File: src/design/tmr_pkg.sv
// Package with constants and types for the test message ROM sequencer.
// Overview of operation
// - ROM is read one character at a time by a six-bit count up to 63.
// - ASCII uses all eight ROM lines; baudot uses only the first five.
// - Station identifier and TEST come from switches, not from the ROM.
// - The ROM counter is six-bit binary and advances only while phase select is high.
// - Phase select low runs the programmed-character counter; only one counter runs.
// - Phase select levels clear the ROM counter to zero at each new message.
// - With phase select high and step enable set, each data-enter strobe that the FIFO can accept steps the ROM counter by one.
// - Step enable only for test-message or 5-level and 8-level programmed settings.
// - First four ROM characters are CR/LF; the line-end insert plays those then resets.
// - Each counter step gives a ROM read strobe loading the character in parallel.
// - Format is 0 (ASCII) for 8-level settings, 1 (baudot) otherwise.
// - Full count on all six stages resets the phase flip-flop at message end.
// - Count 4 resets the phase flip-flop in 5/8-level settings when line-end enabled.
// - Output gate passes the last register stage, or Mark when output is disallowed.
// - Gate always enabled except programmed characters, inhibited after the set length.
// - The signal indicator is on for Mark and off for Space.
// - A per-six-character counter reaching twelve triggers the line-end insert.
// - In 6-level or 7-level programmed settings the phase flip-flop is held set.
package tmr_pkg;

  localparam int TMR_ADDR_W = 6;
  localparam int TMR_CHAR_W = 8;
  localparam int TMR_BAUDOT_W = 5;
  localparam logic [5:0] TMR_FULL_COUNT = 6'h3F;
  localparam logic [5:0] TMR_CRLF_END = 6'h04;
  localparam logic [3:0] TMR_LINE_GROUPS = 4'hC;
  localparam logic [3:0] TMR_PROG_LEN = 4'h6;
  localparam logic [3:0] TMR_FOX_LEN = 4'hC;
  localparam logic TMR_PHASE_RESET = 1'b1;
  localparam int TMR_FIFO_DEPTH = 16;

  // Settings of the pattern selector that this block cares about.
  typedef enum logic [2:0] {
    TMR_PAT_OTHER,
    TMR_PAT_FOX5,
    TMR_PAT_FOX8,
    TMR_PAT_SEL5,
    TMR_PAT_SEL6,
    TMR_PAT_SEL7,
    TMR_PAT_SEL8
  } tmr_pattern_type;

  // A parallel character on its way to the data register.
  typedef struct packed {
    logic from_rom;
    logic baudot;
    logic [7:0] bits;
  } tmr_char_type;

endpackage

File: src/design/tmr_fifo.sv
// Parameterised valid/ready FIFO for parallel characters.
`timescale 1ns/1ps
`default_nettype none
module tmr_fifo #(
  parameter int WIDTH = 10,
  parameter int DEPTH = 16
) (
  // Clock and reset.
  input wire logic clk,
  input wire logic reset,
  // Filling side.
  input wire logic in_valid,
  output logic in_ready,
  input wire logic [WIDTH-1:0] in_data,
  // Draining side.
  output logic out_valid,
  input wire logic out_ready,
  output logic [WIDTH-1:0] out_data
);
  localparam int AW = $clog2(DEPTH);
  logic [WIDTH-1:0] mem [DEPTH];
  logic [AW-1:0] wr_q;
  logic [AW-1:0] rd_q;
  logic [AW:0] cnt_q;
  logic push;
  logic pop;

  // Full and empty follow the occupancy count.
  assign in_ready = (cnt_q < (AW+1)'(DEPTH));
  assign out_valid = (cnt_q != '0);
  assign push = in_valid && in_ready;
  assign pop = out_valid && out_ready;
  assign out_data = mem[rd_q];

  // Storage writes.
  always_ff @(posedge clk) begin
    if (push) begin
      mem[wr_q] <= in_data;
    end
  end

  // Pointers and count.
  always_ff @(posedge clk) begin
    if (reset) begin
      wr_q <= '0;
      rd_q <= '0;
      cnt_q <= '0;
    end else begin
      if (push) begin
        wr_q <= (wr_q == AW'(DEPTH - 1)) ? '0 : wr_q + 1'b1;
      end
      if (pop) begin
        rd_q <= (rd_q == AW'(DEPTH - 1)) ? '0 : rd_q + 1'b1;
      end
      cnt_q <= cnt_q + (AW+1)'(push) - (AW+1)'(pop);
    end
  end
endmodule
`default_nettype wire

File: src/design/tmr_sequencer.sv
// Test message ROM sequencer with phase control and output gate.
`timescale 1ns/1ps
`default_nettype none
module tmr_sequencer
  import tmr_pkg::*;
#(
  parameter int DEPTH = TMR_FIFO_DEPTH
) (
  // Clock and reset.
  input wire logic clk,
  input wire logic reset,
  // Front and rear panel settings, already synchronous.
  input wire tmr_pattern_type pattern,
  input wire logic line_end_enable,
  input wire logic [2:0] seq_length,
  input wire logic [7:0] prog_char [6],
  input wire logic [7:0] station_id [6],
  input wire logic [7:0] test_word [6],
  // Character timing strobes.
  input wire logic data_enter,
  input wire logic last_stage_bit,
  input wire logic char_boundary,
  // Character ROM port.
  output logic [5:0] rom_addr,
  output logic rom_read,
  output logic rom_format,
  input wire logic [7:0] rom_data,
  // Parallel load towards the data register.
  output logic load_valid,
  input wire logic load_ready,
  output tmr_char_type load_char,
  // Line output.
  output logic gated_out,
  output logic signal_lamp,
  output logic message_phase_select,
  output logic char_output_allow
);
  logic [5:0] rom_cnt_q;
  logic [3:0] sel_cnt_q;
  logic [3:0] line_cnt_q;
  logic phase_q;
  logic allow_q;
  logic out_q;
  logic rd_q;
  logic step_enable;
  logic is_fox;
  logic is_sel58;
  logic held_set;
  logic fmt;
  logic insert_q;
  logic strobe;
  logic fifo_in_ready;
  logic six_char_cycle_pulse;
  tmr_char_type rom_char;
  tmr_char_type sel_char;
  tmr_char_type push_char;
  logic push_valid;
  logic full_hit;
  logic crlf_hit;
  logic line_hit;

  // Pattern decoding for the enables.
  assign is_fox = (pattern == TMR_PAT_FOX5) || (pattern == TMR_PAT_FOX8);
  assign is_sel58 = (pattern == TMR_PAT_SEL5) || (pattern == TMR_PAT_SEL8);
  assign held_set = (pattern == TMR_PAT_SEL6) || (pattern == TMR_PAT_SEL7);
  assign step_enable = is_fox || is_sel58;
  assign fmt = !((pattern == TMR_PAT_SEL8) || (pattern == TMR_PAT_FOX8));
  assign rom_format = fmt;
  // Back-pressure from the FIFO stalls every step.
  assign strobe = data_enter && fifo_in_ready;

  // ROM character taken whole or trimmed to five bits.
  always_comb begin
    rom_char.from_rom = 1'b1;
    rom_char.baudot = fmt;
    rom_char.bits = fmt ? {3'h0, rom_data[4:0]} : rom_data;
  end

  // Programmed character or message ending from switches.
  always_comb begin
    sel_char.from_rom = 1'b0;
    sel_char.baudot = fmt;
    sel_char.bits = 8'h00;
    if (is_fox) begin
      if (sel_cnt_q < 4'h6) begin
        sel_char.bits = station_id[sel_cnt_q[2:0]];
      end else begin
        sel_char.bits = test_word[3'(sel_cnt_q - 4'h6)];
      end
    end else if (sel_cnt_q < 4'h6) begin
      sel_char.bits = prog_char[sel_cnt_q[2:0]];
    end
    if (fmt) begin
      sel_char.bits[7:5] = 3'h0;
    end
  end

  // Detectors that end or start a ROM phase.
  assign full_hit = (rom_cnt_q == TMR_FULL_COUNT);
  assign crlf_hit = is_sel58 && line_end_enable && insert_q
                    && (rom_cnt_q == TMR_CRLF_END - 6'h01);
  assign six_char_cycle_pulse = strobe && !phase_q && is_sel58
                                && (sel_cnt_q == TMR_PROG_LEN - 4'h1);
  assign line_hit = six_char_cycle_pulse && line_end_enable
                    && (line_cnt_q == TMR_LINE_GROUPS - 4'h1);

  // ROM address counter steps only in the ROM phase.
  always_ff @(posedge clk) begin
    if (reset) begin
      rom_cnt_q <= '0;
    end else if (!phase_q || held_set) begin
      rom_cnt_q <= '0;
    end else if (strobe && step_enable) begin
      rom_cnt_q <= rom_cnt_q + 6'h01;
    end
  end

  // Programmed-character counter runs while phase is low, and in 6/7-level settings.
  always_ff @(posedge clk) begin
    if (reset) begin
      sel_cnt_q <= '0;
    end else if (phase_q && !held_set) begin
      sel_cnt_q <= '0;
    end else if (strobe) begin
      if (held_set || is_sel58) begin
        sel_cnt_q <= (sel_cnt_q == TMR_PROG_LEN - 4'h1) ? '0 : sel_cnt_q + 4'h1;
      end else begin
        sel_cnt_q <= (sel_cnt_q == TMR_FOX_LEN - 4'h1) ? '0 : sel_cnt_q + 4'h1;
      end
    end
  end

  // Seventy-two character counter, stepped every six characters.
  always_ff @(posedge clk) begin
    if (reset || !is_sel58) begin
      line_cnt_q <= '0;
    end else if (six_char_cycle_pulse) begin
      line_cnt_q <= line_hit ? '0 : line_cnt_q + 4'h1;
    end
  end

  // Message-phase flip-flop: high selects the ROM counter.
  always_ff @(posedge clk) begin
    if (reset) begin
      phase_q <= TMR_PHASE_RESET;
      insert_q <= 1'b0;
    end else if (held_set) begin
      phase_q <= 1'b1;
      insert_q <= 1'b0;
    end else if (!step_enable) begin
      phase_q <= 1'b0;
      insert_q <= 1'b0;
    end else if (strobe) begin
      if (phase_q && is_sel58 && !insert_q) begin
        phase_q <= 1'b0;
      end else if (phase_q && (full_hit || crlf_hit)) begin
        phase_q <= 1'b0;
        insert_q <= 1'b0;
      end else if (!phase_q && is_fox && sel_cnt_q == TMR_FOX_LEN - 4'h1) begin
        phase_q <= 1'b1;
      end else if (line_hit) begin
        phase_q <= 1'b1;
        insert_q <= 1'b1;
      end
    end
  end

  // ROM read strobe accompanies each step.
  always_ff @(posedge clk) begin
    if (reset) begin
      rd_q <= 1'b0;
    end else begin
      rd_q <= strobe && phase_q && step_enable && !held_set;
    end
  end
  assign rom_read = rd_q;
  assign rom_addr = rom_cnt_q;

  // Character pushed toward the data register.
  assign push_valid = strobe && (phase_q && step_enable && !held_set
                      || !phase_q || held_set);
  assign push_char = (phase_q && !held_set) ? rom_char : sel_char;

  tmr_fifo #(.WIDTH($bits(tmr_char_type)), .DEPTH(DEPTH)) u_fifo (
    .clk(clk),
    .reset(reset),
    .in_valid(push_valid),
    .in_ready(fifo_in_ready),
    .in_data(push_char),
    .out_valid(load_valid),
    .out_ready(load_ready),
    .out_data(load_char)
  );

  // Output allow flip-flop, cleared once the chosen length is sent.
  always_ff @(posedge clk) begin
    if (reset) begin
      allow_q <= 1'b1;
    end else if (!(is_sel58 || held_set)) begin
      allow_q <= 1'b1;
    end else if (char_boundary && sel_cnt_q == 4'h0) begin
      allow_q <= 1'b1;
    end else if (char_boundary && sel_cnt_q >= {1'b0, seq_length}) begin
      allow_q <= 1'b0;
    end
  end

  // Output gate forcing Mark when output is disallowed.
  always_ff @(posedge clk) begin
    if (reset) begin
      out_q <= 1'b1;
    end else begin
      out_q <= allow_q ? last_stage_bit : 1'b1;
    end
  end

  assign gated_out = out_q;
  assign signal_lamp = out_q;
  assign message_phase_select = phase_q;
  assign char_output_allow = allow_q;

  AST_STEP: assert property (@(posedge clk) disable iff (reset)
    strobe && phase_q && step_enable && !held_set && rom_cnt_q != 6'h3F
    |=> rom_cnt_q == $past(rom_cnt_q) + 6'h01) else $error("ROM counter did not step.");
  AST_HOLD: assert property (@(posedge clk) disable iff (reset)
    !phase_q |=> rom_cnt_q == 6'h00) else $error("ROM counter not cleared.");
  AST_FMT: assert property (@(posedge clk) disable iff (reset)
    pattern == TMR_PAT_FOX8 |-> !rom_format) else $error("Wrong format level.");
  AST_MARK: assert property (@(posedge clk) disable iff (reset)
    !allow_q |=> gated_out) else $error("Mark not forced.");
  AST_LAMP: assert property (@(posedge clk) disable iff (reset)
    signal_lamp == gated_out) else $error("Lamp disagrees with output.");
  AST_SET67: assert property (@(posedge clk) disable iff (reset)
    held_set |=> phase_q) else $error("Phase not held set.");
  AST_FULL: assert property (@(posedge clk) disable iff (reset)
    strobe && phase_q && full_hit && !held_set && step_enable |=> !phase_q)
    else $error("Full count did not end phase.");
  AST_READ: assert property (@(posedge clk) disable iff (reset)
    rom_read |-> $past(phase_q)) else $error("Read outside ROM phase.");
  AST_ALLOW: assert property (@(posedge clk) disable iff (reset)
    is_fox ##1 is_fox |-> allow_q) else $error("Gate inhibited outside programmed.");
  COV_FOX_END: cover property (@(posedge clk) is_fox && full_hit && strobe);
  COV_INSERT: cover property (@(posedge clk) line_hit);
  COV_CRLF: cover property (@(posedge clk) crlf_hit && strobe);
endmodule
`default_nettype wire

File: config.mk
export PLATFORM = sky130hd
export DESIGN_NAME = tmr_sequencer
export DESIGN_NICKNAME = d
export VERILOG_FILES = /design/src/design/tmr_pkg.sv /design/src/design/tmr_fifo.sv /design/src/design/tmr_sequencer.sv
export SDC_FILE = /design/constraint.sdc
export NUM_CORES = 1
export LEC_CHECK = 0
export ABC_CLOCK_PERIOD_IN_PS = 8600
export BUFFER_PORTS_ARGS = -buffer_cell sky130_fd_sc_hd__buf_2
export CORE_MARGIN = 10
export CORE_UTILIZATION = 55
export DETAILED_ROUTE_END_ITERATION = 7
export HOLD_SLACK_MARGIN = 0.05
export MAX_ROUTING_LAYER = met4
export PLACE_DENSITY = 0.91
export SETUP_SLACK_MARGIN = 0.05
export SLEW_MARGIN = 20
export SYNTH_ARGS = -nofsm -noshare
export SYNTH_HDL_FRONTEND = slang
export SYNTH_HIERARCHICAL = 1
export SYNTH_SLANG_ARGS = --single-unit
File: constraint.sdc
create_clock -name clk -period 8.6 [get_ports clk]
set_clock_uncertainty 0.05 [all_clocks]
set_input_delay 0.86 -clock clk [delete_from_list [all_inputs] [get_ports clk]]
set_output_delay 0.86 -clock clk [all_outputs]
set_load 0.005 [all_outputs]
==> flow_summary.json <==
{
  "fin_setup_tns_ps": 0,
  "met3_length_um": 1780,
  "ys_async_sr_fraction_pct": 0,
  "leakagePower_nw": 4.07,
  "cts_buffers": 17,
  "crit_arrival_ps": 4530,
  "tritoncts": "yes",
  "antenna_violations_before_repair": 0,
  "clkTransAtPathRegs_ps": 70,
  "yosysWarnings": 6,
  "post_detailed_placement_cell_area_um2": 10700,
  "setup_viol": 0,
  "drt_first_iter_violations": 642,
  "gp_congestion": 0.897,
  "final_critical_path_setup_slack_ps": 4370,
  "antenna_cells": 0,
  "layout.cell_area.non_filler_um2": 11300,
  "layout.nets": 1054,
  "cts-root-buf": "sky130_fd_sc_hd__clkbuf_16",
  "regToRegSetupSlack_ps": 4880,
  "seq_area_frac_synth_pct": 57.4,
  "synthesis.instances": 691,
  "postSynthRegisterBits": 196,
  "fmax_mhz": 236,
  "power-per-cell-area_nw_per_um2": 209,
  "distinct_cells_synth": 71,
  "detailroute.via_count": 6904,
  "syn_area_um2": 9630,
  "fin_crit_ps": 4230,
  "hold_path.class": "flop to flop",
  "post_cts_resize_count": 0,
  "layout.cells.most_common_list": "sky130_fd_sc_hd__buf_2, sky130_fd_sc_hd__edfxtp_1, sky130_fd_sc_hd__mux2i_1",
  "drv_slew": 0,
  "timing.final.crit_share_pct": 49.2,
  "worst_r2r_path_depth": 13,
  "finalHoldViolations": 0,
  "estimated_wirelength_of_the_detail_placed_design_um": 18100,
  "reg2reg_to": "u_fifo/cnt_q[4]",
  "rsz0062_at_grt": "false",
  "synth_edf_count": 160,
  "routed_wl_um": 25400,
  "htreeDepth": 4,
  "post-route-drc-count": 0,
  "floorplan.die.width_um": 152,
  "fp.dieArea_um2": 23200,
  "top_signal_layer_used": "met4",
  "site_row_count": 48,
  "floorplan.initialDensity_pct": 55.9,
  "drt-pass1-iter-count": 6,
  "worstPathRequired_ps": 8900,
  "routedWlPerCell_um": 23.0,
  "cts.path.max_buffers": 2,
  "vdd_drop_max_mv": 0.158,
  "postSynth.topFlopCell": "sky130_fd_sc_hd__edfxtp_1",
  "areaGrowthSynthToFinish_pct": 17.1,
  "min_to": "gated_out",
  "hp-start": "char_output_allow",
  "final_layout_size_suffix_gt1_share_pct": 32.7,
  "worst_skew_pair.late_latency_ps": 430,
  "maxSlewHeadroom_pct": 25.6,
  "die_height_um": 152,
  "worst_pin_slew_ps": 1120,
  "postCtsSetupRepairBufs": 0,
  "hold-path-cell-count": 1,
  "cap_violations": 0,
  "design_power_total_mw": 2.35,
  "sort_of_element_at_the_end_of_the_critical_path": "flop",
  "wl_met2_um": 12900,
  "tritoncts_num_sinks": 196,
  "numPortBuffers": 187,
  "worst_hold_slack_ps": 380,
  "gr-usage-all-layers_pct": 21.8,
  "vias_in_the_first_global_route": 7202,
  "path_class": "input pin to flop",
  "reg2reg_from": "message_phase_select",
  "io-pin-count": 188,
  "final_common_cell": "sky130_fd_sc_hd__buf_2",
  "syn-num-nets": 877,
  "route.antenna.remaining_nets": 0,
  "global_route.overflow_total": 0,
  "syn_avg_cell_area_um2": 13.9,
  "avgViaCountPerCell": 6.24,
  "grt_pass1_wl_um": 39300,
  "timing.critical_path.fanout_max": 23,
  "place_worst_setup_slack_ps": 4050,
  "m1WireLength_um": 9900,
  "fillers": 1145,
  "hold_bufs_at_cts": 0,
  "run_status": "completed",
  "critPathLaunchType": "input pin",
  "largest_net_degree_at_the_start_of_global_routing": 57,
  "placeableCoreArea_um2": 17200
}
-- through the flow --
step / utilization, % / cells
2_1_floorplan: - / 691
3_3_place_gp: 62.0 / 1074
3_5_place_dp: 62.0 / 1074
4_1_cts: 65.3 / 1106
5_1_grt: 65.4 / 1106
6_report: 65.4 / 1106
-- Yosys cell counts, types with 3 or more instances --
| library cell | number | area, um2 |
|---|---|---|
| sky130_fd_sc_hd__edfxtp_1 | 160 | 4800 |
| sky130_fd_sc_hd__mux2i_1 | 50 | 500 |
| sky130_fd_sc_hd__nor2_1 | 45 | 169 |
| sky130_fd_sc_hd__nand2_1 | 37 | 139 |
| sky130_fd_sc_hd__a21oi_1 | 36 | 180 |
| sky130_fd_sc_hd__dfxtp_1 | 36 | 721 |
| sky130_fd_sc_hd__mux4_2 | 30 | 676 |
| sky130_fd_sc_hd__a22oi_1 | 25 | 188 |
| sky130_fd_sc_hd__o21ai_0 | 23 | 115 |
| sky130_fd_sc_hd__ha_1 | 20 | 250 |
| sky130_fd_sc_hd__nor3_1 | 18 | 90.1 |
| sky130_fd_sc_hd__inv_1 | 16 | 60.1 |
| sky130_fd_sc_hd__mux4_1 | 12 | 315 |
| sky130_fd_sc_hd__buf_2 | 11 | 55.1 |
| sky130_fd_sc_hd__nand2b_1 | 11 | 68.8 |
| sky130_fd_sc_hd__clkbuf_1 | 9 | 33.8 |
| sky130_fd_sc_hd__nor2b_1 | 9 | 56.3 |
| sky130_fd_sc_hd__buf_6 | 8 | 90.1 |
| sky130_fd_sc_hd__xor2_1 | 8 | 70.1 |
| sky130_fd_sc_hd__nand3_1 | 7 | 35.0 |
| sky130_fd_sc_hd__o22a_1 | 7 | 61.3 |
| sky130_fd_sc_hd__buf_4 | 6 | 45.0 |
| sky130_fd_sc_hd__mux2_2 | 6 | 67.6 |
| sky130_fd_sc_hd__o21ai_1 | 6 | 30.0 |
| sky130_fd_sc_hd__o31ai_1 | 6 | 45.0 |
| sky130_fd_sc_hd__a31oi_1 | 5 | 31.3 |
| sky130_fd_sc_hd__a32o_1 | 5 | 50.1 |
| sky130_fd_sc_hd__buf_1 | 5 | 18.8 |
| sky130_fd_sc_hd__and3_1 | 4 | 25.0 |
| sky130_fd_sc_hd__a21o_1 | 3 | 22.5 |
| sky130_fd_sc_hd__a21oi_4 | 3 | 48.8 |
| sky130_fd_sc_hd__a311oi_1 | 3 | 26.3 |
| sky130_fd_sc_hd__and2_1 | 3 | 18.8 |
| sky130_fd_sc_hd__nand4_1 | 3 | 18.8 |
| sky130_fd_sc_hd__nor3b_1 | 3 | 22.5 |
| sky130_fd_sc_hd__nor4_1 | 3 | 18.8 |
| sky130_fd_sc_hd__xnor2_1 | 3 | 26.3 |
-- critical path, cell delays in order --
cell	delay, ps
sky130_fd_sc_hd__buf_2	130
sky130_fd_sc_hd__nand2b_1	660
sky130_fd_sc_hd__and2_1	430
sky130_fd_sc_hd__a21oi_1	160
sky130_fd_sc_hd__nor2b_1	400
sky130_fd_sc_hd__inv_1	210
sky130_fd_sc_hd__ha_1	330
sky130_fd_sc_hd__inv_1	40
sky130_fd_sc_hd__ha_1	190
sky130_fd_sc_hd__fa_1	410
sky130_fd_sc_hd__a21oi_1	140
sky130_fd_sc_hd__nor2_1	60
sky130_fd_sc_hd__or3_1	340
sky130_fd_sc_hd__a21oi_1	150
-- routing by layer --
metal / vias to the layer above / track usage (%)
li1: 3073 / -
met1: 3376 / 25.4
met2: 386 / 36.8
met3: 69 / 4.18
met4: 0 / 8.12
met5: - / -
-- how the worst max path moves through the flow --
stage | startpoint | endpoint | slack [ps] | depth (start not counted)
floorplan | pattern[1] | u_fifo/cnt_q[4] | 4820 | 15
global placement | pattern[0] | u_fifo/cnt_q[4] | 4210 | 14
detailed placement | pattern[0] | u_fifo/cnt_q[4] | 4050 | 14
finish | pattern[0] | u_fifo/cnt_q[4] | 4370 | 14
CTS | pattern[0] | u_fifo/cnt_q[4] | 4440 | 14
global route | pattern[0] | u_fifo/cnt_q[4] | 4120 | 14
-- kinds of logic (layout without fill, tap and decap cells) --
logic type	count (synthesis)	count (layout)	share of synthesized area (%)
DFF	196	196	57.4
and+or+nand+nor	161	161	8.63
AOI/OAI and AO/OA	143	143	10.2
muxes	98	98	16.2
buffers and inverters	60	250	3.59
adders and majority gates	21	21	2.81
xor gates and xnor gates	12	12	1.17
-- state kept, by name (all words and copies together), names as in the netlist, 4 cells and up, named ones only --
| name | flops |
|---|---|
| line_cnt_q | 4 |
| rom_addr | 6 |
| sel_cnt_q | 4 |
| u_fifo/cnt_q | 5 |
| u_fifo/mem | 160 |
| u_fifo/rd_q | 4 |
| u_fifo/wr_q | 4 |
-- area by class of cell --
type	count	area [um2]	share of cell area, %
multi-input combinational	435	3800	33.7
tap	225	282	2.50
clock buffer	19	433	3.84
timing repair buffer	200	1030	9.17
sequential	196	5530	49.0
clock inverter	13	131	1.17
inverter	18	67.6	0.599
-- power breakdown --
part,switching [mW],leakage (nW),total (mW),internal (mW)
Clock,0.347,0.278,0.753,0.405
Combinational,0.272,2.05,0.503,0.231
Sequential,0.0237,1.74,1.10,1.07
Total,0.643,4.07,2.35,1.71
(Power assumes the default switching activity.)
